**config.mk**
```make
export PLATFORM = sky130hd
export DESIGN_NAME = fcr_floppy_cfg
export DESIGN_NICKNAME = d
export VERILOG_FILES = /design/src/hdl/fcr_pkg.sv /design/src/hdl/fcr_ctl_if.sv /design/src/hdl/fcr_pin_steer.sv /design/src/hdl/fcr_floppy_cfg.sv
export SDC_FILE = /design/constraint.sdc
export NUM_CORES = 1
export LEC_CHECK = 0
export BUFFER_PORTS_ARGS = -buffer_cell sky130_fd_sc_hd__buf_2
export CORE_MARGIN = 5
export CORE_UTILIZATION = 48
export DETAILED_ROUTE_END_ITERATION = 10
export MAX_ROUTING_LAYER = met4
export PLACE_DENSITY = 0.74
export SETUP_SLACK_MARGIN = 0.3
export SYNTH_ARGS = -nofsm -noshare
export SYNTH_HDL_FRONTEND = slang
export SYNTH_HIERARCHICAL = 1
export SYNTH_SLANG_ARGS = --single-unit
```
**constraint.sdc**
```tcl
create_clock -name ref_clk_i -period 2.5 [get_ports ref_clk_i]
set_input_delay 0.5 -clock ref_clk_i [delete_from_list [all_inputs] [get_ports ref_clk_i]]
set_output_delay 0.5 -clock ref_clk_i [all_outputs]
set_load 0.01 [all_outputs]
```
**src/hdl/fcr_pkg.sv**
```systemverilog
package fcr_pkg;

  // ***************************************************************
  // register indices on the configuration data port
  // ***************************************************************
  localparam logic [7:0] IDX_MODE      = 8'hF0;
  localparam logic [7:0] IDX_OPTION    = 8'hF1;
  localparam logic [7:0] IDX_DRV_TYPES = 8'hF2;
  localparam logic [7:0] IDX_RSVD_ZERO = 8'hF3;
  localparam logic [7:0] IDX_DRIVE0    = 8'hF4;
  localparam logic [7:0] IDX_DRIVE1    = 8'hF5;

  // ***************************************************************
  // values after reset and writable-bit masks
  // ***************************************************************
  localparam logic [7:0] RST_MODE      = 8'h0E;
  localparam logic [7:0] RST_OPTION    = 8'h00;
  localparam logic [7:0] RST_DRV_TYPES = 8'hFF;
  localparam logic [7:0] RST_DRIVE     = 8'h00;
  localparam logic [7:0] RST_INDEX     = 8'h00;
  localparam logic [7:0] WMASK_MODE    = 8'hDF;
  localparam logic [7:0] WMASK_OPTION  = 8'h0D;
  localparam logic [7:0] WMASK_TYPES   = 8'hFF;
  localparam logic [7:0] WMASK_DRIVE   = 8'h5B;

  // ***************************************************************
  // field positions
  // ***************************************************************
  localparam int MODE_ENH_BIT      = 0;
  localparam int MODE_NOBURST_BIT  = 1;
  localparam int MODE_PERS_LSB     = 2;
  localparam int MODE_SWAP_BIT     = 4;
  localparam int MODE_PUSHPULL_BIT = 6;
  localparam int MODE_TRISTATE_BIT = 7;
  localparam int OPT_FWP_BIT       = 0;
  localparam int OPT_DENS_LSB      = 2;
  localparam int DRV_KIND_LSB      = 0;
  localparam int DRV_RATE_LSB      = 3;
  localparam int DRV_PRECOMP_BIT   = 6;

  // ***************************************************************
  // codes
  // ***************************************************************
  localparam logic [1:0] PERS_AT         = 2'b11;
  localparam logic [1:0] PERS_RESERVED   = 2'b10;
  localparam logic [1:0] DENS_FORCE_ONE  = 2'b10;
  localparam logic [1:0] DENS_FORCE_ZERO = 2'b11;
  localparam logic       CFG_PORT_INDEX  = 1'b0;
  localparam logic       CFG_PORT_DATA   = 1'b1;
  localparam int         NUM_DRIVES      = 2;

endpackage : fcr_pkg

```
**src/hdl/fcr_ctl_if.sv**
```systemverilog
`timescale 1ns/100ps
// control bits from the register bank to the pin steering logic
interface fcr_ctl_if;
  logic       drive_exchange;
  logic       push_pull_output;
  logic       outputs_off;
  logic [1:0] pp_route;

  modport ctl
  (
    output drive_exchange,
    output push_pull_output,
    output outputs_off,
    output pp_route
  );
  modport steer
  (
    input drive_exchange,
    input push_pull_output,
    input outputs_off,
    input pp_route
  );
endinterface : fcr_ctl_if

```
**src/hdl/fcr_pin_steer.sv**
```systemverilog
`timescale 1ns/100ps
module fcr_pin_steer
  import fcr_pkg::*;
(
  input  wire logic        ref_clk_i,
  input  wire logic        rst_n_i,
  fcr_ctl_if.steer         ctl,
  input  wire logic [1:0]  core_drive_select_n_i,
  input  wire logic [1:0]  core_motor_on_n_i,
  output logic      [1:0]  drive_select_n_o,
  output logic      [1:0]  drive_select_oe_o,
  output logic      [1:0]  motor_on_n_o,
  output logic      [1:0]  motor_on_oe_o,
  output logic      [1:0]  pp_drive_select_n_o,
  output logic      [1:0]  pp_motor_on_n_o
);

  // ***************************************************************
  // drive exchange ahead of pin routing
  // ***************************************************************
  wire logic [1:0] xds_n;
  wire logic [1:0] xmtr_n;
  assign xds_n  = ctl.drive_exchange ? {core_drive_select_n_i[0], core_drive_select_n_i[1]}
                                     : core_drive_select_n_i; // [RULE_05]
  assign xmtr_n = ctl.drive_exchange ? {core_motor_on_n_i[0], core_motor_on_n_i[1]}
                                     : core_motor_on_n_i;     // [RULE_05]

  // ***************************************************************
  // per-drive pin drivers
  // ***************************************************************
  genvar d;
  generate
    for (d = 0; d < NUM_DRIVES; d++)
    begin : g_drv
      wire logic on_fdc;
      wire logic nxt_ds_oe;
      wire logic nxt_mtr_oe;
      // open drain only pulls low; push-pull drives both levels
      assign on_fdc     = !ctl.pp_route[d] && !ctl.outputs_off;                     // [RULE_07]
      assign nxt_ds_oe  = on_fdc && (ctl.push_pull_output || !xds_n[d]);            // [RULE_06]
      assign nxt_mtr_oe = on_fdc && (ctl.push_pull_output || !xmtr_n[d]);           // [RULE_06]

      // parallel-port copies ignore driver type and disable
      always_ff @(posedge ref_clk_i or negedge rst_n_i)
      begin
        if (!rst_n_i)
        begin
          drive_select_n_o[d]    <= 1'b1;
          drive_select_oe_o[d]   <= 1'b0;
          motor_on_n_o[d]        <= 1'b1;
          motor_on_oe_o[d]       <= 1'b0;
          pp_drive_select_n_o[d] <= 1'b1;
          pp_motor_on_n_o[d]     <= 1'b1;
        end
        else
        begin
          drive_select_n_o[d]    <= xds_n[d];
          drive_select_oe_o[d]   <= nxt_ds_oe;
          motor_on_n_o[d]        <= xmtr_n[d];
          motor_on_oe_o[d]       <= nxt_mtr_oe;
          pp_drive_select_n_o[d] <= ctl.pp_route[d] ? xds_n[d] : 1'b1;  // [RULE_08]
          pp_motor_on_n_o[d]     <= ctl.pp_route[d] ? xmtr_n[d] : 1'b1; // [RULE_08]
        end
      end
    end
  endgenerate

  // ***************************************************************
  // checks
  // ***************************************************************
  AST_TRISTATE_RELEASES: assert property ( // [RULE_07]
    @(posedge ref_clk_i) disable iff (!rst_n_i)
    ctl.outputs_off |=> (drive_select_oe_o == 2'b00) && (motor_on_oe_o == 2'b00))
    else $error("floppy outputs driven while disabled");

  AST_OPEN_DRAIN_NO_HIGH: assert property ( // [RULE_06]
    @(posedge ref_clk_i) disable iff (!rst_n_i)
    !$past(ctl.push_pull_output) && $past(rst_n_i) |-> ((drive_select_oe_o & drive_select_n_o) == 2'b00))
    else $error("open-drain select pin driven high");

endmodule : fcr_pin_steer

```
**src/hdl/fcr_floppy_cfg.sv**
```systemverilog
`timescale 1ns/100ps
// Functional notes
// (RULE_01) Registers load defaults only on power-on or host bus reset, never soft reset.
// (RULE_02) Mode register F0 resets to 0E; bit 0 selects enhanced mode two.
// (RULE_03) Mode bit 1: zero burst DMA, one non-burst; non-burst after reset.
// (RULE_04) Mode bits 3:2 pick host personality; 11 default, 10 reserved.
// (RULE_05) Mode bit 4 exchanges drive 0 and 1 select and motor outputs.
// (RULE_06) Mode bit 6: zero open-drain outputs, one push-pull outputs.
// (RULE_07) Mode bit 7 set puts every floppy output in high impedance; pp_drive_select_n_o and pp_motor_on_n_o keep driving.
// (RULE_08) Driver type and disable bits leave parallel-port floppy pins alone.
// (RULE_09) Software writes zero to reserved mode bit 5.
// (RULE_10) Option register F1 resets zero; bit 0 forces write protect when selected.
// (RULE_11) Write protect is OR of forced-with-select terms, input pin, global bit.
// (RULE_12) Forced write protect also applies on parallel-port routed drives.
// (RULE_13) Option bits 3:2 override density: 10 forces one, 11 forces zero.
// (RULE_14) Drive-type register F2 resets FF; A in 1:0, B in 3:2, spare above.
// (RULE_15) Index F3 is read-only and always reads zero.
// (RULE_16) Drive 0 register F4 resets zero; kind, rate table, precomp disable fields.
// (RULE_17) Drive 1 register F5 has drive 0's layout and reset value.
// (RULE_18) Software uses index then data port after selecting the floppy device.
// (RULE_19) Writes to read-only or read-zero bits are dropped; they read zero.
module fcr_floppy_cfg
  import fcr_pkg::*;
(
  input  wire logic        ref_clk_i,
  input  wire logic        rst_n_i,
  input  wire logic        cfg_sel_i,
  input  wire logic        cfg_port_i,
  input  wire logic        cfg_wr_i,
  input  wire logic        cfg_rd_i,
  input  wire logic [7:0]  cfg_wdata_i,
  output logic      [7:0]  cfg_rdata_o,
  input  wire logic        global_write_protect_i,
  input  wire logic [1:0]  pp_route_i,
  input  wire logic        write_protect_in_n_i,
  input  wire logic        pp_write_protect_in_n_i,
  input  wire logic        core_density_i,
  input  wire logic [1:0]  core_drive_select_n_i,
  input  wire logic [1:0]  core_motor_on_n_i,
  output logic             core_write_protect_n_o,
  output logic             status_register_a_wp_o,
  output logic             density_select_o,
  output logic             enhanced_mode_two_o,
  output logic             dma_burst_en_o,
  output logic      [1:0]  personality_o,
  output logic      [7:0]  drive_type_store_o,
  output logic      [7:0]  drive_zero_rate_select_o,
  output logic      [7:0]  drive_one_rate_select_o,
  output logic      [1:0]  drive_select_n_o,
  output logic      [1:0]  drive_select_oe_o,
  output logic      [1:0]  motor_on_n_o,
  output logic      [1:0]  motor_on_oe_o,
  output logic      [1:0]  pp_drive_select_n_o,
  output logic      [1:0]  pp_motor_on_n_o
);

  // ***************************************************************
  // reset release
  // ***************************************************************
  // rst_n_i stands for power-on and host bus reset; soft reset has no
  // path into this block at all, so the registers keep their values
  logic       rst_meta_ff;
  logic       rst_n_ff;
  always_ff @(posedge ref_clk_i or negedge rst_n_i)
  begin
    if (!rst_n_i)
    begin
      rst_meta_ff <= 1'b0;
      rst_n_ff    <= 1'b0;
    end
    else
    begin
      rst_meta_ff <= 1'b1;
      rst_n_ff    <= rst_meta_ff;
    end
  end

  // ***************************************************************
  // pin synchronisers for write-protect inputs
  // ***************************************************************
  logic [1:0] wp_meta_ff;
  logic [1:0] wp_sync_ff;
  // inputs idle high (not protected) so reset to one
  always_ff @(posedge ref_clk_i or negedge rst_n_ff)
  begin
    if (!rst_n_ff)
    begin
      wp_meta_ff <= 2'b11;
      wp_sync_ff <= 2'b11;
    end
    else
    begin
      wp_meta_ff <= {pp_write_protect_in_n_i, write_protect_in_n_i};
      wp_sync_ff <= wp_meta_ff;
    end
  end

  // ***************************************************************
  // index and data port decode
  // ***************************************************************
  logic [7:0] index_ff;
  logic [7:0] mode_ff;
  logic [7:0] option_ff;
  logic [7:0] types_ff;
  logic [7:0] drive0_ff;
  logic [7:0] drive1_ff;
  wire logic  idx_wr;
  wire logic  data_wr;
  wire logic  data_rd;
  wire logic  idx_rd;
  assign idx_wr  = cfg_sel_i && cfg_wr_i && (cfg_port_i == CFG_PORT_INDEX); // [RULE_18]
  assign data_wr = cfg_sel_i && cfg_wr_i && (cfg_port_i == CFG_PORT_DATA);  // [RULE_18]
  assign idx_rd  = cfg_sel_i && cfg_rd_i && (cfg_port_i == CFG_PORT_INDEX);
  assign data_rd = cfg_sel_i && cfg_rd_i && (cfg_port_i == CFG_PORT_DATA);

  wire logic  wr_mode;
  wire logic  wr_option;
  wire logic  wr_types;
  wire logic  wr_drive0;
  wire logic  wr_drive1;
  assign wr_mode   = data_wr && (index_ff == IDX_MODE);
  assign wr_option = data_wr && (index_ff == IDX_OPTION);
  assign wr_types  = data_wr && (index_ff == IDX_DRV_TYPES);
  assign wr_drive0 = data_wr && (index_ff == IDX_DRIVE0);
  assign wr_drive1 = data_wr && (index_ff == IDX_DRIVE1);

  // masked write values: reserved and read-zero positions stay zero
  wire logic [7:0] nxt_mode;
  wire logic [7:0] nxt_option;
  wire logic [7:0] nxt_types;
  wire logic [7:0] nxt_drive0;
  wire logic [7:0] nxt_drive1;
  assign nxt_mode   = wr_mode   ? (cfg_wdata_i & WMASK_MODE)   : mode_ff;   // [RULE_19]
  assign nxt_option = wr_option ? (cfg_wdata_i & WMASK_OPTION) : option_ff; // [RULE_19]
  assign nxt_types  = wr_types  ? (cfg_wdata_i & WMASK_TYPES)  : types_ff;  // [RULE_14]
  assign nxt_drive0 = wr_drive0 ? (cfg_wdata_i & WMASK_DRIVE)  : drive0_ff; // [RULE_16]
  assign nxt_drive1 = wr_drive1 ? (cfg_wdata_i & WMASK_DRIVE)  : drive1_ff; // [RULE_17]

  // ***************************************************************
  // register storage
  // ***************************************************************
  // index register
  always_ff @(posedge ref_clk_i or negedge rst_n_ff)
  begin
    if (!rst_n_ff)
      index_ff <= RST_INDEX;
    else if (idx_wr)
      index_ff <= cfg_wdata_i;
  end

  // configuration registers, defaults only on hard reset
  always_ff @(posedge ref_clk_i or negedge rst_n_ff)
  begin
    if (!rst_n_ff)
    begin
      mode_ff   <= RST_MODE;      // [RULE_01] [RULE_02]
      option_ff <= RST_OPTION;    // [RULE_10]
      types_ff  <= RST_DRV_TYPES; // [RULE_14]
      drive0_ff <= RST_DRIVE;     // [RULE_16]
      drive1_ff <= RST_DRIVE;     // [RULE_17]
    end
    else
    begin
      mode_ff   <= nxt_mode;
      option_ff <= nxt_option;
      types_ff  <= nxt_types;
      drive0_ff <= nxt_drive0;
      drive1_ff <= nxt_drive1;
    end
  end

  // ***************************************************************
  // read path
  // ***************************************************************
  wire logic [7:0] rd_sel;
  assign rd_sel = (index_ff == IDX_MODE)      ? mode_ff   :
                  (index_ff == IDX_OPTION)    ? option_ff :
                  (index_ff == IDX_DRV_TYPES) ? types_ff  :
                  (index_ff == IDX_DRIVE0)    ? drive0_ff :
                  (index_ff == IDX_DRIVE1)    ? drive1_ff :
                  8'h00; // [RULE_15] F3 and foreign indices read zero

  // read data registered one cycle after the strobe, held until next read
  always_ff @(posedge ref_clk_i or negedge rst_n_ff)
  begin
    if (!rst_n_ff)
      cfg_rdata_o <= 8'h00;
    else if (data_rd)
      cfg_rdata_o <= rd_sel;
    else if (idx_rd)
      cfg_rdata_o <= index_ff;
  end

  // ***************************************************************
  // write protect and density
  // ***************************************************************
  wire logic ext_wp;
  wire logic any_sel;
  wire logic wp_active;
  wire logic nxt_density;
  wire logic [1:0] dens_code;
  // the protect input comes from the FDC pin unless both drives are pp-routed, and from the pp pin if either drive is;
  // forced protect is taken from core selects, so pp routing is covered too
  assign ext_wp    = (!wp_sync_ff[0] && !(&pp_route_i)) ||
                     (!wp_sync_ff[1] && (|pp_route_i));                   // [RULE_12]
  assign any_sel   = !core_drive_select_n_i[0] || !core_drive_select_n_i[1];
  assign wp_active = (option_ff[OPT_FWP_BIT] && !core_drive_select_n_i[0]) ||
                     (option_ff[OPT_FWP_BIT] && !core_drive_select_n_i[1]) ||
                     ext_wp || global_write_protect_i;                   // [RULE_10] [RULE_11]
  assign dens_code   = option_ff[OPT_DENS_LSB +: 2];
  assign nxt_density = (dens_code == DENS_FORCE_ONE)  ? 1'b1 :
                       (dens_code == DENS_FORCE_ZERO) ? 1'b0 :
                       core_density_i;                                    // [RULE_13]

  // ***************************************************************
  // core-facing outputs
  // ***************************************************************
  always_ff @(posedge ref_clk_i or negedge rst_n_ff)
  begin
    if (!rst_n_ff)
    begin
      core_write_protect_n_o   <= 1'b1;
      status_register_a_wp_o   <= 1'b0;
      density_select_o         <= 1'b0;
      enhanced_mode_two_o      <= 1'b0;
      dma_burst_en_o           <= 1'b0;
      personality_o            <= PERS_AT;
      drive_type_store_o       <= RST_DRV_TYPES;
      drive_zero_rate_select_o <= RST_DRIVE;
      drive_one_rate_select_o  <= RST_DRIVE;
    end
    else
    begin
      core_write_protect_n_o   <= !wp_active;                              // [RULE_11]
      status_register_a_wp_o   <= wp_active;                               // [RULE_11]
      density_select_o         <= nxt_density;
      enhanced_mode_two_o      <= mode_ff[MODE_ENH_BIT];                   // [RULE_02]
      dma_burst_en_o           <= !mode_ff[MODE_NOBURST_BIT];              // [RULE_03]
      personality_o            <= mode_ff[MODE_PERS_LSB +: 2];             // [RULE_04]
      drive_type_store_o       <= types_ff;
      drive_zero_rate_select_o <= drive0_ff;
      drive_one_rate_select_o  <= drive1_ff;
    end
  end

  // ***************************************************************
  // pin steering
  // ***************************************************************
  fcr_ctl_if ctl_bus ();
  assign ctl_bus.drive_exchange   = mode_ff[MODE_SWAP_BIT];      // [RULE_05]
  assign ctl_bus.push_pull_output = mode_ff[MODE_PUSHPULL_BIT];  // [RULE_06]
  assign ctl_bus.outputs_off      = mode_ff[MODE_TRISTATE_BIT];  // [RULE_07]
  assign ctl_bus.pp_route         = pp_route_i;

  fcr_pin_steer u_steer
  (
    .ref_clk_i             (ref_clk_i),
    .rst_n_i               (rst_n_ff),
    .ctl                   (ctl_bus),
    .core_drive_select_n_i (core_drive_select_n_i),
    .core_motor_on_n_i     (core_motor_on_n_i),
    .drive_select_n_o      (drive_select_n_o),
    .drive_select_oe_o     (drive_select_oe_o),
    .motor_on_n_o          (motor_on_n_o),
    .motor_on_oe_o         (motor_on_oe_o),
    .pp_drive_select_n_o   (pp_drive_select_n_o),
    .pp_motor_on_n_o       (pp_motor_on_n_o)
  );

  // ***************************************************************
  // checks
  // ***************************************************************
  AST_MODE_RESET_VALUE: assert property ( // [RULE_02]
    @(posedge ref_clk_i)
    $rose(rst_n_ff) |-> (mode_ff == RST_MODE) && (types_ff == RST_DRV_TYPES))
    else $error("mode or type register wrong after reset");

  AST_BURST_FOLLOWS_BIT: assert property ( // [RULE_03]
    @(posedge ref_clk_i) disable iff (!rst_n_ff)
    wr_mode ##1 1'b1 |=> dma_burst_en_o == !$past(cfg_wdata_i[MODE_NOBURST_BIT], 2))
    else $error("burst enable does not follow mode bit 1");

  AST_RESERVED_BIT_ZERO: assert property ( // [RULE_19]
    @(posedge ref_clk_i) disable iff (!rst_n_ff)
    (mode_ff[5] == 1'b0) && (option_ff[7:4] == 4'h0) && (option_ff[1] == 1'b0) &&
    (drive0_ff[7] == 1'b0) && (drive0_ff[5] == 1'b0) && (drive0_ff[2] == 1'b0) &&
    (drive1_ff[7] == 1'b0) && (drive1_ff[5] == 1'b0) && (drive1_ff[2] == 1'b0))
    else $error("read-zero bit became set");

  AST_F3_READS_ZERO: assert property ( // [RULE_15]
    @(posedge ref_clk_i) disable iff (!rst_n_ff)
    data_rd && (index_ff == IDX_RSVD_ZERO) |=> cfg_rdata_o == 8'h00)
    else $error("index F3 read non-zero");

  AST_DRIVE1_FIELDS: assert property ( // [RULE_17]
    @(posedge ref_clk_i) disable iff (!rst_n_ff)
    wr_drive1 |=> {drive1_ff[6], drive1_ff[4:3], drive1_ff[1:0]} ==
      $past({cfg_wdata_i[6], cfg_wdata_i[4:3], cfg_wdata_i[1:0]}))
    else $error("drive 1 register fields not written");

  AST_FORCED_PROTECT: assert property ( // [RULE_10]
    @(posedge ref_clk_i) disable iff (!rst_n_ff)
    option_ff[OPT_FWP_BIT] && any_sel |=> !core_write_protect_n_o && status_register_a_wp_o)
    else $error("forced write protect not applied");

  AST_PROTECT_CLEAR: assert property ( // [RULE_11]
    @(posedge ref_clk_i) disable iff (!rst_n_ff)
    !option_ff[OPT_FWP_BIT] && (wp_sync_ff == 2'b11) && !global_write_protect_i
      |=> core_write_protect_n_o && !status_register_a_wp_o)
    else $error("write protect active with no source");

  AST_DENSITY_FORCE: assert property ( // [RULE_13]
    @(posedge ref_clk_i) disable iff (!rst_n_ff)
    (dens_code == DENS_FORCE_ONE) |=> density_select_o)
    else $error("density not forced to one");

  AST_DENSITY_ZERO: assert property ( // [RULE_13]
    @(posedge ref_clk_i) disable iff (!rst_n_ff)
    (dens_code == DENS_FORCE_ZERO) |=> !density_select_o)
    else $error("density not forced to zero");

  AST_EXCHANGE_SELECT: assert property ( // [RULE_05]
    @(posedge ref_clk_i) disable iff (!rst_n_ff)
    mode_ff[MODE_SWAP_BIT] && $stable(mode_ff) |=>
      drive_select_n_o == {$past(core_drive_select_n_i[0]), $past(core_drive_select_n_i[1])})
    else $error("drive selects not exchanged");

  // field checks use literal bit positions so a wrong mask constant still shows up
  AST_PERSONALITY_FOLLOWS: assert property ( // [RULE_04]
    @(posedge ref_clk_i) disable iff (!rst_n_ff)
    wr_mode ##1 1'b1 |=> personality_o == $past(cfg_wdata_i[3:2], 2))
    else $error("personality does not follow mode bits 3:2");

  AST_TYPES_WRITE: assert property ( // [RULE_14]
    @(posedge ref_clk_i) disable iff (!rst_n_ff)
    wr_types |=> types_ff == $past(cfg_wdata_i))
    else $error("drive type store not written in full");

  AST_DRIVE0_FIELDS: assert property ( // [RULE_16]
    @(posedge ref_clk_i) disable iff (!rst_n_ff)
    wr_drive0 |=> {drive0_ff[6], drive0_ff[4:3], drive0_ff[1:0]} ==
      $past({cfg_wdata_i[6], cfg_wdata_i[4:3], cfg_wdata_i[1:0]}))
    else $error("drive 0 register fields not written");

  AST_F3_WRITE_IGNORED: assert property ( // [RULE_15]
    @(posedge ref_clk_i) disable iff (!rst_n_ff)
    data_wr && (index_ff == IDX_RSVD_ZERO) |=>
      $stable(mode_ff) && $stable(option_ff) && $stable(types_ff) &&
      $stable(drive0_ff) && $stable(drive1_ff))
    else $error("write to index F3 changed a register");

  AST_GLOBAL_PROTECT: assert property ( // [RULE_11]
    @(posedge ref_clk_i) disable iff (!rst_n_ff)
    global_write_protect_i |=> status_register_a_wp_o && !core_write_protect_n_o)
    else $error("global write protect not applied");

  AST_INDEX_READBACK: assert property ( // [RULE_18]
    @(posedge ref_clk_i) disable iff (!rst_n_ff)
    idx_rd |=> cfg_rdata_o == $past(index_ff))
    else $error("index port read does not return index");

endmodule : fcr_floppy_cfg

```
### Yosys cells after proc, flatten, opt, wreduce, memory -nomap -nowiden

Index checks and enable logic that the tools add are counted.

* bits in registers: 87
* word-level logic and storage cells: 101
* output and inout port bits: 51

* muxes and demuxes: 15
* bitwise operators: 1
* eq/ne operators: 7
* reductions and logical operators: 46

Operators by type and width (number)
* 8-bit equality test (second input constant): 5
* 8-bit two-way mux: 5
* 1-bit logical AND: 21
* 1-bit logical NOT: 14
* 7-bit two-way mux: 2
* 1-bit logical OR: 8
* 1-bit two-way mux: 6
* 2-bit equality test (second input constant): 2
* 2-bit two-way mux: 2
* 2-bit AND reduction: 1
* 2-bit nonzero test: 1
* 2-bit OR reduction: 1
* 1-bit NOT: 1

### Longest topological paths before layout

Gate-level depths: netlist of the first run.

* depth after elaboration: 7
* gate-level depth with buffers: 5

### Modules after synthesis

The synthesis of the first run kept the hierarchy.

Modules (own cells, without submodules)
* fcr_floppy_cfg: seq. area each 1909.3 um2, times used 1, area each 3080.5 um2, cells an instance 209
* fcr_pin_steer: seq. area each 310.3 um2, times used 1, area each 422.9 um2, cells an instance 31

### Worst setup path before layout of the first run

Ideal clock, no wire load.

* kind: input -> register
* start point: input port cfg_port_i
* end point: register mode_ff[0]
* buffers on the path: 1
* setup time: 0.125 ns
* slack: 0.782 ns
* arrival: 1.593 ns
* stages: 4
* cells stage by stage: buf_4 nand4_4 nor4_4 mux2_2

* longest elaborated chain between the ends: 2

Ends and longest elaborated chain
* start: declaration: line fcr_floppy_cfg.sv:28 `input wire logic cfg_port_i,`
* 1-bit logical AND: line fcr_floppy_cfg.sv:112 `assign data_wr = cfg_sel_i && cfg_wr_i && (cfg_port_i == CFG_PORT_DATA);`
* 1-bit logical AND: line fcr_floppy_cfg.sv:121 `assign wr_mode = data_wr && (index_ff == IDX_MODE);`
* end signal: assignment: line fcr_floppy_cfg.sv:164 `mode_ff <= nxt_mode;`
* end: declaration: line fcr_floppy_cfg.sv:102 `logic [7:0] mode_ff;`

No other way between the ends.
A chain may end at the register's enable or synchronous reset.

### Final worst setup path of the first run

* start point: register index_ff[3]
* end point: register mode_ff[7]

* longest elaborated chain between the ends: 2

Ends and longest elaborated chain
* start: declaration: line fcr_floppy_cfg.sv:101 `logic [7:0] index_ff;`
* start signal: assignment: line fcr_floppy_cfg.sv:148 `index_ff <= cfg_wdata_i;`
* 8-bit equality test: line fcr_floppy_cfg.sv:121
* 1-bit logical AND: line fcr_floppy_cfg.sv:121

No other way between the ends.

==> Flow_metrics.wiki, run 1 <==
{| class="wikitable"
! Metric !! Value
|-
| Layout overhead on the synthesized area || 18.1%
|-
| Areal power density over the cells || 688 nW/um2
|-
| First-pass GRT wire length || 10700 um
|-
| CTS tree || yes
|-
| Number of synthesized register bits || 87
|-
| Element type at the critical path start || flip-flop
|-
| Synthesis Warnings || 6
|-
| Effective utilization at floorplan || 48.8%
|-
| Count of pins over their slew limit || 0
|-
| Status || completed
|-
| DRC viols || 0
|-
| Critical path class || reg -> reg
|-
| Clock sinks || 87
|-
| Core Rows || 31
|-
| Die X || 95.4 um
|-
| Height of the die || 95.4 um
|-
| RD Place Congestion || 0.857
|-
| Nets || 337
|-
| Antenna violations before repair || 0
|-
| Worst slew pin tran || 587 ps
|-
| Fraction of the cycle the final worst path needs || 77.6%
|-
| Maximum achievable frequency || 0.515 GHz
|-
| Worst hold margin || 205 ps
|-
| Maximum clock skew at final layout || 8.71 ps
|-
| Buffer depth of the longest clock path || 2
|-
| Most frequent cells in the layout || buf_2 (68), dfrtp_1 (52), mux2_2 (42), dfstp_2 (34), clkbuf_8 (10)
|-
| Cell type with the largest total area after synthesis || dfrtp_1
|-
| GRT Util Overall || 16.3%
|-
| Core Area || approximately 7200 um2
|-
| Worst supply voltage drop on vdd || 370 uV
|-
| Worst-skew pair later-pin latency || 350 ps
|-
| Post-cts sizing count || 0
|-
| TritonCTS buffer count || 9
|-
| Fraction of layout cells with a size suffix above 1 || 54.7%
|-
| Avg Inst Size Synth || 14.6 um2
|-
| DRC marker count from the first detailed-route iteration || 96
|-
| Number of cells produced by synthesis || between 200 and 250
|-
| Hold violation total from the final report || 0
|-
| Wire length per cell after detailed routing || between 15 and 20 um
|-
| Setup slack after placement || 445 ps
|-
| Relative slew margins || 60.6%
|-
| RSZ-0062 raised after global routing || false
|-
| Number of port buffers || 68
|-
| Die area || 9110 um2
|-
| Num ports || 75
|-
| Largest cells by area after synthesis || dfrtp_1 (38%), dfstp_2 (26%), mux2_2 (13%)
|-
| Sum of net half-perimeters after detailed placement || roughly 4800 um
|-
| Minimum clock period || 1940 ps
|-
| Endpoint arrival time on the critical path || roughly 2200 ps
|-
| Final setup fails || 0
|-
| Routed vias || 2149
|-
| Number of flops mapped to enable cells by yosys || 0
|-
| Setup tns final || 0 ps
|-
| DRT Pass-1 Iters || 4
|-
| Count of maximum capacitance violations || 0
|-
| Worst-path maximum fanout || 8
|-
| Fill cells || around 620
|-
| FFs w/ async S/R, synth || 100%
|-
| Aggregate routed wire length || 6770 um
|-
| Worst hold path class || reg -> async
|-
| Via count of the first global-routing pass || 2134
|-
| CTS H-tree lvls || 3
|-
| Remaining global-route overflow || 0
|-
| Portion of the post-synthesis area used by sequential elements || approximately 63%
|-
| Routed via count divided by cell count || 5.15
|-
| Main synth FF type || dfrtp_1
|-
| Worst setup margin || 559 ps
|-
| Reported leakage power || 0.00195 uW
|-
| Most common cell after layout, fill and taps aside || buf_2
|-
| Critical Path End Type || flip-flop
|-
| Data required time at the worst endpoint || 2740 ps
|-
| Number of nets with antenna violations after detailed routing || 0
|-
| Synthesized area || roughly 3500 um2
|-
| Maximum number of pins on one net before global-route repair || 67
|-
| Area share of the largest cell type after synthesis || between 30 and 40%
|-
| # diodes || 0
|-
| Root buffer cell || clkbuf_8
|-
| Clock input transition at the sequential cells of the worst setup and hold paths || 90 ps
|-
| Cell variety after synth || 38
|}
[cells by family after synthesis]
family          after synthesis  share of synthesized area, %
flops                        87                          63.4
simple gates                 52                          11.9
mux                          49                          15.5
compound gates               25                          5.25
buf+inv                      25                          3.75
other cells                   2                         0.214
[synth_stat cells (all sizes together), types with 2 or more instances]
master	count
nand3b	2
o221ai	3
a21oi	4
o21a	5
nand2	9
nor2	6
nor4	5
dfstp	34
mux2	42
dfrtp	53
nor3	2
buf	13
clkbuf	5
o31ai	2
a222oi	2
inv	7
nor4bb	3
mux2i	7
nand2b	7
a211oi	3
nand3	2
and4b	7
nand4b	3
o21ai	3
conb	2
[registers in the layout, indices dropped and copies added (netlist names), 2 cells and up]
register and count:
personality_o 2, option_ff 3, types_ff 8, u_steer/drive_select_n_o 2, u_steer/drive_select_oe_o 2, drive1_ff 5
u_steer/pp_drive_select_n_o 2, wp_meta_ff 2, wp_sync_ff 2, mode_ff 7, drive0_ff 5, u_steer/motor_on_n_o 2
cfg_rdata_o 8, index_ff 8, drive_one_rate_select_o 5, u_steer/motor_on_oe_o 2, drive_zero_rate_select_o 5, u_steer/pp_motor_on_n_o 2
drive_type_store_o 8
[metal layers]
layer,wire [um],up-vias,GRT usage [%]
met5,0,-,-
met4,116,0,7.11
li1,-,1001,-
met1,3080,1089,21.4
met3,283,10,2.92
met2,3290,49,25.0
[what timing repair did]
item	4_1_cts	5_1_grt
endpoints found under the hold margin	2	0
hold buffers	1	0
setup buffers	0	0
[worst max-delay path: stages (launching register included)]
cell,delay [ps]
dfrtp_1,400
nand2b_1,380
nor4_4,650
mux2_2,400
[final timing paths]
kind | cells after the start | slack (ps) | end | startpoint
worst max-delay path | 3 | 560 | mode_ff[7]$_DFFE_PN0P_ | index_ff[3]$_DFFE_PN0P_
worst min-delay path | 0 | 200 | u_steer/drive_select_oe_o[0]$_DFF_PN0_ | rst_n_ff$_DFF_PN0_
worst max register to register | 3 | 560 | mode_ff[7]$_DFFE_PN0P_ | index_ff[3]$_DFFE_PN0P_
worst min register to register | 0 | 200 | u_steer/drive_select_oe_o[0]$_DFF_PN0_ | rst_n_ff$_DFF_PN0_
max in group asynchronous | 1 | 1640 | mode_ff[2]$_DFFE_PN1P_ | rst_n_ff$_DFF_PN0_
min in group ref_clk_i | 1 | 240 | wp_meta_ff[1]$_DFF_PN1_ | pp_write_protect_in_n_i
[cell type report]
| cell class | instances | area (um2) | area share, % |
|---|---|---|---|
| sequential | 87 | 2220 | 53.8 |
| multi-input combinational | 133 | 1170 | 28.3 |
| timing repair buffer | 75 | 408 | 9.86 |
| clock buffer | 10 | 138 | 3.33 |
| tap | 99 | 124 | 2.99 |
| clock inverter | 6 | 46.3 | 1.12 |
| inverter | 7 | 26.3 | 0.635 |
[stage by stage]
step	cell area, um2	power, uW	cells	utilization, %
3_5_place_dp	3940	1990	400	54.9
4_1_cts	4140	2880	417	57.6
2_1_floorplan	3520	1850	245	-
3_3_place_gp	3940	1980	400	54.9
5_1_grt	4140	2990	417	57.6
6_report	4140	2850	417	57.6
[where the power goes]
| part | switching [uW] | leakage [uW] | internal [uW] | total (uW) |
|---|---|---|---|---|
| Combinational | 201 | 0.000813 | 159 | 360 |
| Sequential | 86.6 | 0.00105 | 1510 | 1600 |
| Clock | 493 | 0.0000885 | 391 | 884 |
| Total | 781 | 0.00195 | 2060 | 2850 |
(Power assumes the default switching activity.)
==> run 2: changes to the inputs <==
- CORE_UTILIZATION: 48 -> 54
- PLACE_DENSITY: 0.74 -> 0.79
- clock period: 2.5 -> 1.9 ns (I/O delays scaled with it)
==> run 2 against run 1 <==
Utilization up 11 points. Design area rose by 5.2%. Highest routed layer unchanged. Via count grew 8.2%. Flip-flop and latch count is the same. Largest cell class unchanged. Non-clock buffer count is 21 higher. Clock skew about the same.
==> Flow_metrics.wiki, run 2 (same netlist as run 1, synthesis figures left out) <==
{| class="wikitable"
! Metric !! Value
|-
| Wire length per cell after detailed routing || 19.1 um (was 16.2 um)
|-
| Reported leakage power || 0.00208 uW (was 0.00195 uW)
|-
| Count of pins over their slew limit || 0 (unchanged)
|-
| Worst-skew pair later-pin latency || 340 ps (was 350 ps)
|-
| Sum of net half-perimeters after detailed placement || 5100 um (was 4820 um)
|-
| Areal power density over the cells || 909 nW/um2 (was 688 nW/um2)
|-
| Routed vias || 2325 (was 2149)
|-
| CTS H-tree lvls || 3 (unchanged)
|-
| Endpoint arrival time on the critical path || 2030 ps (was 2180 ps)
|-
| Crit Reg-Reg Endpoint || types_ff[7]$_DFFE_PN1P_ (was mode_ff[7]$_DFFE_PN0P_)
|-
| Slack of the worst reg-to-reg path || 140 ps (was 560 ps)
|-
| Core Rows || 29 (was 31)
|-
| Setup tns final || 0 ps (unchanged)
|-
| Data required time at the worst endpoint || 2170 ps (was 2740 ps)
|-
| Design internal power || 2950 uW (was 2060 uW)
|-
| Die area || 8200 um2 (was 9110 um2)
|-
| Num ports || 75 (unchanged)
|-
| Critical Path End Type || flip-flop (unchanged)
|-
| Net Switching || 1010 uW (was 781 uW)
|-
| Layout overhead on the synthesized area || 24.2% (was 18.1%)
|-
| Via count of the first global-routing pass || 2330 (was 2134)
|-
| RSZ-0062 raised after global routing || true (was false)
|-
| Maximum clock skew at final layout || 9.13 ps (was 8.71 ps)
|-
| TritonCTS buffer count || 9 (unchanged)
|-
| Combinational group share of total power || 15.1% (was 12.7%)
|-
| Power share of the clock group || 32.0% (was 31.1%)
|-
| DRC marker count from the first detailed-route iteration || 142 (was 96)
|-
| Most common cell after layout, fill and taps aside || buf_2 (unchanged)
|-
| CTS tree || yes (unchanged)
|-
| Antenna violations before repair || 0 (unchanged)
|-
| Critical path class || reg -> reg (unchanged)
|-
| Routed via count divided by cell count || 5.60 (was 5.15)
|-
| Buffer depth of the longest clock path || 2 (unchanged)
|-
| DRC viols || 0 (unchanged)
|-
| Flop pwr share || 52.9% (was 56.3%)
|-
| Remaining global-route overflow || 0 (unchanged)
|-
| Element type at the critical path start || flip-flop (unchanged)
|-
| Worst hold path class || in -> reg (was reg -> async)
|-
| Most frequent cells in the layout || buf_2 (68), dfrtp_1 (50), dfstp_2 (34), mux2_2 (30), buf_4 (24) (was buf_2 (68), dfrtp_1 (52), mux2_2 (42), dfstp_2 (34), clkbuf_8 (10))
|-
| Fraction of the cycle the final worst path needs || 92.6% (was 77.6%)
|-
| Core Area || 6310 um2 (was 7180 um2)
|-
| Count of cells along the worst register-to-register path || 5 (was 3)
|-
| Cell area after layout || 4350 um2 (was 4140 um2)
|-
| Number of port buffers || 68 (unchanged)
|-
| First-pass GRT wire length || 12000 um (was 10700 um)
|-
| Placed Area || 3980 um2 (was 3940 um2)
|-
| Height of the die || 90.5 um (was 95.4 um)
|-
| Final cell count without fillers || 415 (was 417)
|-
| Effective utilization at floorplan || 55.5% (was 48.8%)
|-
| Total instance count after detailed placement || 386 (was 400)
|-
| Minimum clock period || 1760 ps (was 1940 ps)
|-
| CP Launch Point || index_ff[1]$_DFFE_PN0P_ (was index_ff[3]$_DFFE_PN0P_)
|-
| Worst Setup EP || types_ff[7]$_DFFE_PN1P_ (was mode_ff[7]$_DFFE_PN0P_)
|-
| Hold violation total from the final report || 0 (unchanged)
|-
| Status || completed (unchanged)
|-
| # diodes || 0 (unchanged)
|-
| Die X || 90.5 um (was 95.4 um)
|-
| DRT Pass-1 Iters || 4 (unchanged)
|-
| Worst supply voltage drop on vdd || 477 uV (was 370 uV)
|-
| Count of maximum capacitance violations || 0 (unchanged)
|-
| GRT Util Overall || 18.7% (was 16.3%)
|-
| Fraction of layout cells with a size suffix above 1 || 57.7% (was 54.7%)
|-
| Reg2Reg Launch Point || index_ff[1]$_DFFE_PN0P_ (was index_ff[3]$_DFFE_PN0P_)
|-
| Clock input transition at the sequential cells of the worst setup and hold paths || 80 ps (was 90 ps)
|-
| Clock sinks || 87 (unchanged)
|-
| Maximum achievable frequency || 0.568 GHz (was 0.515 GHz)
|-
| Final setup fails || 0 (unchanged)
|-
| Worst-path maximum fanout || 8 (unchanged)
|-
| Worst hold margin || 129 ps (was 205 ps)
|-
| Net switching fraction of the power || 25.5% (was 27.5%)
|-
| Aggregate routed wire length || 7930 um (was 6770 um)
|-
| Root buffer cell || clkbuf_8 (unchanged)
|-
| Nets || 358 (was 337)
|-
| Maximum number of pins on one net before global-route repair || 40 (was 67)
|-
| Number of nets with antenna violations after detailed routing || 0 (unchanged)
|-
| RD Place Congestion || 0.835 (was 0.857)
|}
## run 2: worst min path at each step
| stage | from | end | slack, ps | cells past startpoint |
|---|---|---|---|---|
| floorplan | rst_n_i | rst_meta_ff$_DFF_PN0_ | 80 | 0 |
| global placement | rst_n_i | rst_meta_ff$_DFF_PN0_ | 170 | 1 |
| detailed placement | rst_n_i | rst_meta_ff$_DFF_PN0_ | 170 | 1 |
| CTS | pp_write_protect_in_n_i | wp_meta_ff[1]$_DFF_PN1_ | 110 | 1 |
| global route | pp_write_protect_in_n_i | wp_meta_ff[1]$_DFF_PN1_ | 110 | 1 |
| finish | pp_write_protect_in_n_i | wp_meta_ff[1]$_DFF_PN1_ | 130 | 1 |
## run 2: cell type report
class | count | area [um2]
Clock inverter | 1 | 30.0
Tap cell | 77 | 96.3
Sequential cell | 87 | 2230
Multi-Input combinational cell | 133 | 1240
Inverter | 7 | 26.3
Fill cell | 453 | 1960
Clock buffer | 14 | 163
Timing Repair Buffer | 96 | 573
## run 2: layer usage
layer | part of all wire [%] | GRT usage (%) | wire length (um)
met5 | 0 | - | 0
met4 | 2.3 | 9.06 | 186
met3 | 6.2 | 3.17 | 488
met2 | 51 | 27.5 | 4030
met1 | 41 | 25.3 | 3230
## run 2: critical path, stage by stage (launching register included)
cell      delay [ps]
dfrtp_1          400
buf_4            180
nand4b_1         210
nor4_4           350
buf_4            210
mux2_2           340
## run 2: power groups by stage
stage                     combinational [uW]  clock, uW  sequential [uW]
final                                    597       1260             2090
after detailed placement                 504          0             2130
after global placement                   488          0             2130
after floorplan                          302          0             2140
after global routing                     644       1380             2110
after CTS                                540       1300             2100
## run 2: timing repair
item / 4_1_cts / 5_1_grt
resized for setup: 5 / 15
hold endpoints to repair: 2 / 0
hold buffers: 1 / 0
setup buffers: 7 / 6
pin swaps: 3 / 5
endpoints found under the setup margin: 35 / 32
## run 2: stage by stage
step                util (%)  power [uW]  setup slack, ps
floorplan                  -        2440              302
global placement        63.0        2620              169
detailed placement      63.0        2640              111
CTS                     67.3        3940              286
global route            68.9        4130             85.0
finish                  68.9        3960              141
